===== src/sac_defs.vh =====
// Purpose: constants for the sar conversion control block
// Assumes: 50 MHz system clock, converter clock derived by enable
// Notes: header only, definitions
`ifndef SAC_DEFS_VH
`define SAC_DEFS_VH
// ----------------------------------------
// widths and sequencing
// ----------------------------------------
`define SAC_NBITS 8
`define SAC_SLOT_CYC 8
`define SAC_CONV_CYC 64
`define SAC_FULL_SCALE 8'hff
// converter clock enable divider (50 MHz / 78 ~ 640 kHz)
`define SAC_DIV_CNT 7'h4e
`define SAC_DIV_W 7
// start sync: converter ticks before conversion may begin, max 8
`define SAC_PHASE_MAX 3'h7
// last tick of an eight tick bit slot
`define SAC_SLOT_LAST 3'h7
// token pattern entering the first shift stage
`define SAC_TOKEN_ENTRY 8'h01
// slot count at whose half tick the negative input is sampled (4.5 periods later)
`define SAC_NEG_TICK 3'h5
`endif


===== src/sac_tick_div.v =====
// Purpose: one-cycle converter clock enable from the system clock
// Assumes: single clock domain
// Notes: period set by SAC_DIV_CNT
`timescale 1ns/1ps
`include "sac_defs.vh"
module sac_tick_div (
  input wire clk_sys,
  input wire nrst,
  output wire tick,
  output wire half_tick
);
  reg [`SAC_DIV_W-1:0] cnt_q;
  // ----------------------------------------
  // divider
  // ----------------------------------------
  always @(posedge clk_sys or negedge nrst) begin
    if (!nrst) begin
      cnt_q <= {`SAC_DIV_W{1'b0}};
    end else if (cnt_q == `SAC_DIV_CNT - 7'h01) begin
      cnt_q <= {`SAC_DIV_W{1'b0}};
    end else begin
      cnt_q <= cnt_q + 7'h01;
    end
  end
  assign tick = (cnt_q == `SAC_DIV_CNT - 7'h01);
  assign half_tick = (cnt_q == (`SAC_DIV_CNT >> 1) - 7'h01);
endmodule


===== src/sac_sync2.v =====
// Purpose: two-flop synchroniser for pin inputs
// Assumes: async input
// Notes: first stage read only by second
`timescale 1ns/1ps
module sac_sync2 #(
  parameter W = 4,
  parameter RST = 4'hf
) (
  input wire clk_sys,
  input wire nrst,
  input wire [W-1:0] d,
  output reg [W-1:0] q
);
  reg [W-1:0] meta_q;
  always @(posedge clk_sys or negedge nrst) begin
    if (!nrst) begin
      meta_q <= RST;
      q <= RST;
    end else begin
      meta_q <= d;
      q <= meta_q;
    end
  end
endmodule


===== src/sac_conv_ctrl.v =====
// Purpose: control of an 8-bit successive approximation converter
// Assumes: analog comparator result arrives as a pin input; one clock
// Notes: nrst is the internal power-on reset only; start strobe resets sequencing and done, not the output latch
`timescale 1ns/1ps
`include "sac_defs.vh"
module sac_conv_ctrl (
  input wire clk_sys,
  input wire nrst,
  input wire sel_n,
  input wire start_n,
  input wire read_n,
  input wire cmp_above,
  output reg [7:0] data_out,
  output reg [7:0] data_oe,
  output wire done_flag_n,
  output reg [7:0] trial_code,
  output reg sample_pos,
  output reg sample_neg,
  output wire busy
);
  wire tick;
  wire half_tick;
  wire [3:0] pins_s;
  wire sel_s;
  wire start_s;
  wire read_s;
  wire cmp_s;
  reg start_ff_q;
  reg token_entry_stage_q;
  reg [7:0] shift_q;
  reg token_exit_stage_q;
  reg done_q;
  reg [7:0] sar_q;
  reg [7:0] latch_q;
  reg [2:0] slot_q;
  reg [2:0] phase_q;
  reg start_ff_d;
  reg token_entry_stage_d;
  reg [2:0] phase_d;
  reg [7:0] shift_d;
  reg [2:0] slot_d;
  reg [7:0] sar_d;
  reg token_exit_stage_d;
  reg [7:0] latch_d;
  reg done_d;
  wire read_req;
  wire set_cond;
  wire start_clear_gate;
  wire latch_transfer_gate;
  wire [2:0] bit_idx;

  // ----------------------------------------
  // input synchronisers and clock enable
  // ----------------------------------------
  sac_sync2 #(.W(4), .RST(4'he)) u_sync (
    .clk_sys(clk_sys),
    .nrst(nrst),
    .d({sel_n, start_n, read_n, cmp_above}),
    .q(pins_s)
  );
  assign sel_s = pins_s[3];
  assign start_s = pins_s[2];
  assign read_s = pins_s[1];
  assign cmp_s = pins_s[0];

  sac_tick_div u_div (
    .clk_sys(clk_sys),
    .nrst(nrst),
    .tick(tick),
    .half_tick(half_tick)
  );

  // bit under trial from the token position, msb first
  function [2:0] f_bit_idx;
    input [7:0] sh;
    integer i;
    begin
      f_bit_idx = 3'h7;
      for (i = 0; i < 8; i = i + 1) begin
        if (sh[i]) begin
          f_bit_idx = 3'h7 - i[2:0];
        end
      end
    end
  endfunction
  assign bit_idx = f_bit_idx(shift_q);

  // one-hot mask for a bit position
  function [7:0] f_bit_mask;
    input [2:0] idx;
    begin
      f_bit_mask = 8'h01 << idx;
    end
  endfunction

  // approximation word with one bit replaced by the decision
  function [7:0] f_keep_bit;
    input [7:0] word;
    input [2:0] idx;
    input keep;
    begin
      f_keep_bit = keep ? (word | f_bit_mask(idx)) : (word & ~f_bit_mask(idx));
    end
  endfunction

  // ----------------------------------------
  // start flop
  // ----------------------------------------
  // both low: set condition
  assign set_cond = !sel_s && !start_s;
  assign start_clear_gate = token_entry_stage_q && tick && (phase_q == `SAC_PHASE_MAX) && !set_cond;
  always @* begin
    start_ff_d = start_ff_q;
    // set by select and start low
    if (set_cond) begin
      start_ff_d = 1'b1;
    end else if (start_clear_gate) begin
      start_ff_d = 1'b0;
    end
  end

  always @(posedge clk_sys or negedge nrst) begin
    if (!nrst) begin
      start_ff_q <= 1'b0;
    end else begin
      start_ff_q <= start_ff_d;
    end
  end

  // ----------------------------------------
  // entry stage and start phase alignment
  // ----------------------------------------
  // eight tick alignment before token enters
  always @* begin
    token_entry_stage_d = token_entry_stage_q;
    phase_d = phase_q;
    if (set_cond) begin
      token_entry_stage_d = 1'b1;
      phase_d = 3'h0;
    end else if (start_clear_gate) begin
      token_entry_stage_d = 1'b0;
      phase_d = 3'h0;
    end else if (token_entry_stage_q && tick) begin
      phase_d = phase_q + 3'h1;
    end
  end

  always @(posedge clk_sys or negedge nrst) begin
    if (!nrst) begin
      token_entry_stage_q <= 1'b0;
      phase_q <= 3'h0;
    end else begin
      token_entry_stage_q <= token_entry_stage_d;
      phase_q <= phase_d;
    end
  end

  // ----------------------------------------
  // sequencing shift register and sar
  // ----------------------------------------
  assign busy = |shift_q;
  assign latch_transfer_gate = shift_q[7] && tick && (slot_q == `SAC_SLOT_LAST);
  always @* begin
    shift_d = shift_q;
    slot_d = slot_q;
    sar_d = sar_q;
    token_exit_stage_d = token_exit_stage_q;
    if (start_clear_gate) begin
      shift_d = `SAC_TOKEN_ENTRY;
      slot_d = 3'h0;
      sar_d = 8'h00;
      token_exit_stage_d = 1'b0;
    end else if (start_ff_q) begin
      shift_d = 8'h00;
      slot_d = 3'h0;
      sar_d = 8'h00;
      token_exit_stage_d = 1'b0;
    end else if (tick) begin
      if (busy) begin
        slot_d = slot_q + 3'h1;
        if (slot_q == `SAC_SLOT_LAST) begin
          // keep bit when input above trial
          sar_d = f_keep_bit(sar_q, bit_idx, cmp_s);
          shift_d = {shift_q[6:0], 1'b0};
        end
      end
      // exit stage clocked after token leaves
      token_exit_stage_d = latch_transfer_gate;
    end
  end

  always @(posedge clk_sys or negedge nrst) begin
    if (!nrst) begin
      shift_q <= 8'h00;
      slot_q <= 3'h0;
      sar_q <= 8'h00;
      token_exit_stage_q <= 1'b0;
    end else begin
      shift_q <= shift_d;
      slot_q <= slot_d;
      sar_q <= sar_d;
      token_exit_stage_q <= token_exit_stage_d;
    end
  end

  // trial value with current bit set
  always @(posedge clk_sys or negedge nrst) begin
    if (!nrst) begin
      trial_code <= 8'h00;
    end else if (busy) begin
      trial_code <= sar_q | f_bit_mask(bit_idx);
    end else begin
      trial_code <= sar_q;
    end
  end

  // sample strobes 4.5 ticks apart in each slot
  always @(posedge clk_sys or negedge nrst) begin
    if (!nrst) begin
      sample_pos <= 1'b0;
      sample_neg <= 1'b0;
    end else begin
      sample_pos <= busy && tick && (slot_q == 3'h0);
      sample_neg <= busy && half_tick && (slot_q == `SAC_NEG_TICK);
    end
  end

  // ----------------------------------------
  // output latch and done flop
  // ----------------------------------------
  // select and read low together
  assign read_req = !sel_s && !read_s;
  always @* begin
    latch_d = latch_q;
    if (latch_transfer_gate && !start_ff_q) begin
      latch_d = f_keep_bit(sar_q, 3'h0, cmp_s);
    end
  end

  always @(posedge clk_sys or negedge nrst) begin
    if (!nrst) begin
      latch_q <= 8'h00;
    end else begin
      latch_q <= latch_d;
    end
  end

  always @* begin
    done_d = done_q;
    if (start_ff_q) begin
      done_d = 1'b0;
    end else if (token_exit_stage_q && tick) begin
      done_d = 1'b1;
    end else if (read_req) begin
      done_d = 1'b0;
    end
  end

  always @(posedge clk_sys or negedge nrst) begin
    if (!nrst) begin
      done_q <= 1'b0;
    end else begin
      done_q <= done_d;
    end
  end

  assign done_flag_n = !done_q;

  always @(posedge clk_sys or negedge nrst) begin
    if (!nrst) begin
      data_out <= 8'h00;
      data_oe <= 8'h00;
    end else begin
      data_out <= latch_q;
      data_oe <= {8{read_req}};
    end
  end
endmodule


===== config.mk =====
export PLATFORM = sky130hd
export DESIGN_NAME = sac_conv_ctrl
export DESIGN_NICKNAME = d
export VERILOG_FILES = /design/src/sac_tick_div.v /design/src/sac_sync2.v /design/src/sac_conv_ctrl.v
export VERILOG_INCLUDE_DIRS = /design/src /design/src/src
export SDC_FILE = /design/constraint.sdc
export NUM_CORES = 1
export LEC_CHECK = 0
export ABC_CLOCK_PERIOD_IN_PS = 2500
export BUFFER_PORTS_ARGS = -buffer_cell sky130_fd_sc_hd__buf_2
export CAP_MARGIN = 15
export CORE_UTILIZATION = 42
export DETAILED_ROUTE_END_ITERATION = 10
export GPL_ROUTABILITY_DRIVEN = 0
export PLACE_DENSITY = 0.64
export REMOVE_ABC_BUFFERS = 1
export SLEW_MARGIN = 0
export SYNTH_ARGS = -nofsm -noshare
export SYNTH_HDL_FRONTEND = slang
export SYNTH_SLANG_ARGS = --single-unit
export TNS_END_PERCENT = 10

===== constraint.sdc =====
create_clock -name clk_sys -period 2.5 [get_ports clk_sys]
set_clock_uncertainty 0.05 [all_clocks]
set_input_delay 0.5 -clock clk_sys [delete_from_list [all_inputs] [get_ports clk_sys]]
set_output_delay 0.5 -clock clk_sys [all_outputs]
set_load 0.005 [all_outputs]

; ---- After elaboration in Yosys (flattened, before gate mapping)
; Index checks and enable logic that the tools add are counted.
[totals]
ff_bits = 67
inputBits = 6
out_inout_bits = 28
wordCells = 93
[op_classes]
add_sub_neg = 3
eq_ne = 5
shifts = 1
mux = 36
n_bitwise = 3
reduce_logical = 29
[op_table]
columns = cell, n
row1 = 8-bit two-way mux, 12
row2 = 3-bit two-way mux, 11
row3 = 3-bit nonzero test, 5
row4 = 1-bit logical AND, 13
row5 = 1-bit two-way mux, 10
row6 = "3-bit equality test, second input constant", 3
row7 = 8-bit AND, 1
row8 = 8-bit inverter, 1
row9 = 8-bit bitwise OR, 1
row10 = 8-bit OR reduction, 1
row11 = "1-bit by 3-bit left shift with 8-bit output, first input constant", 1
row12 = "7-bit by 1-bit adder with 7-bit output, second input constant", 1
row13 = "7-bit by 6-bit equality test with 1-bit output, second input constant", 1
row14 = "7-bit equality test, second input constant", 1
row15 = 7-bit two-way mux, 1
row16 = "3-bit by 1-bit adder with 3-bit output, second input constant", 2
row17 = 1-bit zero test, 6
row18 = 2-bit two-way mux, 2
row19 = 3-bit zero test, 1
row20 = 3-bit AND reduction, 1
row21 = 2-bit AND reduction, 1
row22 = 2-bit nonzero test, 1

; ---- Longest topological paths before layout
[depth]
ltp_word = 16
depth_mapped = 7
mapped_depth_nobuf = 6

; ---- Hierarchy
; Synthesis repeated with hierarchy kept, for this count alone.
[hier_totals]
cells_unflattened = 234
hier_area_um2 = 2816.5
[modules_own_cells]
columns = mod, n_inst, cells_each, area_each_um2, seq_area_each_um2
row1 = sac_conv_ctrl, 1, 189, 2223.4, 1301.2
row2 = sac_tick_div, 1, 37, 385.4, 175.2
row3 = sac_sync2, 1, 8, 207.7, 207.7

; ---- Worst setup path after synthesis
; OpenSTA, ideal clock, no wires.
[synth_timing]
path_kind = register to register
startpoint = reg u_div.cnt_q[1]
endpoint = reg latch_q[0]
setup_time_ns = 0.125
arrival_time_ns = 1.742
required_time_ns = 2.325
setup_slack_ns = 0.584
stages_incl_launch_ff = 8
path_buffers = 1
synth_period_minus_slack_ns = 1.916
cell_sequence = dfrtp_1 > inv_1 > ha_1 > nand4bb_1 > nor2_2 > and4b_1 > buf_4 > mux2_2
[synth_between]
elab_chain_cells = 4
[synth_rtl]
columns = item, line_no
row1 = start: declaration, sac_tick_div.v:12  ; reg [`SAC_DIV_W-1:0] cnt_q;
row2 = start signal: assignment, sac_tick_div.v:18  ; cnt_q <= {`SAC_DIV_W{1'b0}};
row3 = start signal: assignment, sac_tick_div.v:20  ; cnt_q <= {`SAC_DIV_W{1'b0}};
row4 = start signal: assignment, sac_tick_div.v:22  ; cnt_q <= cnt_q + 7'h01;
row5 = 7-bit equality test, sac_tick_div.v:25  ; assign tick = (cnt_q == `SAC_DIV_CNT - 7'h01);
row6 = 1-bit logical AND (2 in a row), sac_conv_ctrl.v:162  ; assign latch_transfer_gate = shift_q[7] && tick && (slot_q == `SAC_SLOT_LAST);
row7 = 1-bit logical AND, sac_conv_ctrl.v:235  ; if (latch_transfer_gate && !start_ff_q) begin
row8 = end signal: assignment, sac_conv_ctrl.v:244  ; latch_q <= latch_d;
row9 = end: declaration, sac_conv_ctrl.v:34  ; reg [7:0] latch_q;
; No other way between the ends.
; A chain may end at the register's enable or synchronous reset.

; ---- Final worst setup path
[layout_timing]
startpoint = reg shift_q[4]
endpoint = out busy
[layout_between]
elab_chain_cells = 1
[layout_rtl]
columns = item, line_no
row1 = start: declaration, sac_conv_ctrl.v:30  ; reg [7:0] shift_q;
row2 = start signal: assignment, sac_conv_ctrl.v:199  ; shift_q <= shift_d;
row3 = 8-bit OR reduction, sac_conv_ctrl.v:161  ; assign busy = |shift_q;
row4 = end: declaration, sac_conv_ctrl.v:19  ; output wire busy
; No other way between the ends.

==> run summary <==
The tools report the routed length on met2 as 2200 microns. Startpoint-to-endpoint class of the critical path: flop to output pin. The maximum single-stage delay on the critical path came out at 640 ps. The port buffer count is 33, and the number of antenna-violating nets in the routed design is 0.

The largest area contributor in the synthesized netlist was dfrtp_1. Fill cells in the final layout number 561. The run gives 2140 uW as the final total power. Setup repair after global routing left no endpoint under its margin. The H-tree depth reported by CTS is 3, and the slew at the pin closest to its max-slew limit is 664 ps. For this design the static power due to leakage is 0.00159 uW. Count of boundary I/O pins: 34. The floorplan step defined a core boundary enclosing 0.00635 sq mm. Summing every instance area after synthesis gives 0.00276 sq mm.

Detailed routing inserted a total of 1724 vias. Once layout is complete, the utilization of the core stands at 50.7%. The tools report the switching power as 423 uW. The most used flip-flop cell after synthesis is dfrtp_1.

Final count of pins violating max slew: 0. The sequential element share of the synthesized area is 61.1%. In the final layout, the share of cells above drive strength 1 is 30.7%. The combinational share of power is 1.7%, and the worst path required time is 1950 ps.

Entering global routing, the biggest net connects 68 pins. The library cells used most frequently in the layout, excluding fill and tap cells, are dfrtp_1 (61), buf_2 (33), nand2_1 (15), nor2_1 (12), o21ai_0 (12). Buffers inserted during clock tree synthesis total 9.

For the number of antenna cells inserted, the log shows 0. Synthesized area divided by synthesized cell count: 12.6 sq um. In this run the worst path has a maximum fanout of 6. The area share of the leading cell type in the synthesized netlist works out to 55.4%. The cell type of the slowest stage on the worst timing path is nor4_2.

The synthesized design contains 0 enable-type register cells. Wire segments on met3 add up to 148 microns in the final route. The final routed wirelength across all metal layers came out at 4510 microns.

Topmost layer with routed signal wires: met4. Synthesis handed over a netlist of 218 instances. Dividing the detail-routed wire length by the instance count gives 13.3 microns. Summed over all nets, the half-perimeter wirelength after detailed placement is 2960 microns. The share of flip-flops with an asynchronous set or reset after synthesis was 100%; the share of total power consumed by net switching was 19.7%.

Across the VDD grid, the largest voltage drop is 355 uV. The post-placement worst setup slack came out at 407 ps. STA classifies the critical path endpoint as an output pin.

The netlist uses 44 different library cells. Global routing used 15.1% of the available tracks. The initial antenna violation count was 0; the count of max-cap constraint violations was 0.

By area the synthesized netlist is led by dfrtp_1 (55%), dfstp_2 (5.7%), ha_1 (4.1%). Clock root buffer: clkbuf_8. For the clock network fraction of total power, the log shows 47.0%. The wire length the detailed router placed on met1 came out at 2060 microns. Setup violations remaining at the end of the flow were counted as 0.

The clock latency reported for the late side of the worst-skew pair came out at 340 ps. The number of setup buffers added after CTS is 0. The register bit count reported by yosys is 67, and the sequential fraction of design power is 51.3%. The cell family with the largest share of critical-path delay is simple AND/OR/NAND/NOR gates.

After clock tree synthesis, the flow added hold-fix buffers numbering 0. The count of buffering cells on the critical path with inverters included works out to 1. The run finished with clean final reports. TritonCTS built the clock tree.

The signed area change from the synthesized netlist to the final layout was 16.8%; the count of standard-cell rows was 29. The detailed router finished its first iteration with 72 violations. The arrival time at the worst endpoint is 1690 ps, and the vertical die dimension is 83.0 microns.

Yosys printed 0 warnings. The library cell used most frequently in the layout, excluding fill and tap cells, is dfrtp_1. Cell internal power was estimated by the tool at 1720 uW.

The net count of the finished layout is 271. The via count of the first global-routing pass is 1746. The setup TNS is 0 ps. The clock passes through at most 2 buffers. The die covers 0.00689 sq mm. The clock-pin transition on the worst setup and hold timing paths works out to 70 ps. The min-delay analysis places its worst path in the category input port to asynchronous set/reset pin.

Number of hold-slack violations in the final timing report: 0. Clock tree synthesis found a total of 67 sinks. In this run the power density over the cells is 666 mW/mm^2.

The global route total overflow was 0; the x dimension of the die was 83.0 microns. For this run, design rule violations remaining after detail routing come to 0. The number of vias per cell is 5.10, and the final cycle utilization of the critical path is 89.6%. STA classifies the critical path startpoint as a flop.

For the number of optimization iterations in the first detailed-route pass, the log shows 4. Post-CTS repair changed the size of 0 cells. The first-pass GRT wire length came out at 8130 microns. The starting density of the core was 43.4%.

Traced cell by cell, the critical path runs through nor4_2 -> nand2_1 -> buf_2. The worst pin sits at a relative slew slack of 55.3%. Subtracting the final worst setup slack from the clock period gives 2240 ps. On the final layout, the worst hold slack is 114 ps. The tools report the smallest setup slack after layout as 260 ps.

Timing would allow up to 446 MHz.
## stage by stage
step / std cells / area, sq um
final: 338 / 3220
after global routing: 338 / 3220
after CTS: 338 / 3220
after detailed placement: 322 / 2990
after global placement: 322 / 2990
after floorplan: 208 / 2690
## cell families after synthesis
kind of cell	after synthesis	synth area share [%]
xor+xnor	5	1.59
flops	67	61.1
fa+ha+maj	9	4.09
compound gates	39	9.49
simple gates	71	16.1
mux	11	4.36
buf+inv	16	3.27
## final cells by class
| type | count | area, sq um | area share, % |
|---|---|---|---|
| repair buffers | 37 | 208 | 6.45 |
| inverters | 6 | 22.5 | 0.700 |
| flip-flops and latches | 67 | 1680 | 52.3 |
| clock buffers | 12 | 155 | 4.82 |
| clock inverters | 4 | 72.6 | 2.25 |
| multi-input cells | 135 | 981 | 30.5 |
| well taps | 77 | 96.3 | 2.99 |
## per-layer routing
metal,vias to the layer above,global-route usage [%]
met2,31,24.4
met3,11,3.58
li1,836,-
met1,846,18.7
met4,0,8.46
met5,-,0
## cell usage after synthesis, types with 6 or more instances
cell	count
inv_1	6
mux2_2	8
nor2_1	12
a21oi_1	9
ha_1	9
nand2b_1	7
dfstp_2	6
dfrtp_1	61
a22o_1	7
o21ai_0	12
nand2_1	15
buf_4	8
## worst paths after layout
| check | from | endpoint | slack [ps] | depth (start not counted) |
|---|---|---|---|---|
| min | nrst | latch_q[5]$_DFFE_PN0N_ | 110 | 2 |
| max in group asynchronous | nrst | u_sync.meta_q[2]$_DFF_PN1_ | 1950 | 2 |
| max | shift_q[4]$_DFFE_PN0P_ | busy | 260 | 3 |
| max reg2reg | u_div.cnt_q[1]$_DFF_PN0_ | latch_q[2]$_DFFE_PN0N_ | 410 | 6 |
| min reg2reg | u_sync.meta_q[0]$_DFF_PN0_ | u_sync.q[0]$_DFF_PN0_ | 300 | 0 |
| min in group clk_sys | read_n | u_sync.meta_q[1]$_DFF_PN1_ | 200 | 1 |
## power groups by stage
stage / Combinational [uW] / Clock [uW] / Sequential [uW]
final: 35.8 / 1010 / 1100
after global routing: 42.3 / 1080 / 1100
after CTS: 38.2 / 1030 / 1100
after detailed placement: 38.1 / 0 / 1120
after global placement: 38.0 / 0 / 1120
after floorplan: 1.62 / 0 / 1120
## registers in the layout, summed over array words and instances (netlist names)
register	count
data_oe	1
data_out	8
done_q	1
latch_q	8
phase_q	3
sample_neg	1
sample_pos	1
sar_q	8
shift_q	8
slot_q	3
token_entry_stage_q	1
token_exit_stage_q	1
trial_code	8
u_div.cnt_q	7
u_sync.meta_q	4
u_sync.q	4
## worst reg2reg max path, delay by kind of cell, from the launching register on
family / cells / cell delay (ps)
DFF: 1 / 430
and+or+nand+nor: 3 / 850
buffers and inverters: 1 / 80
muxes: 1 / 400
adders and majority gates: 1 / 190
(Power assumes the default switching activity.)
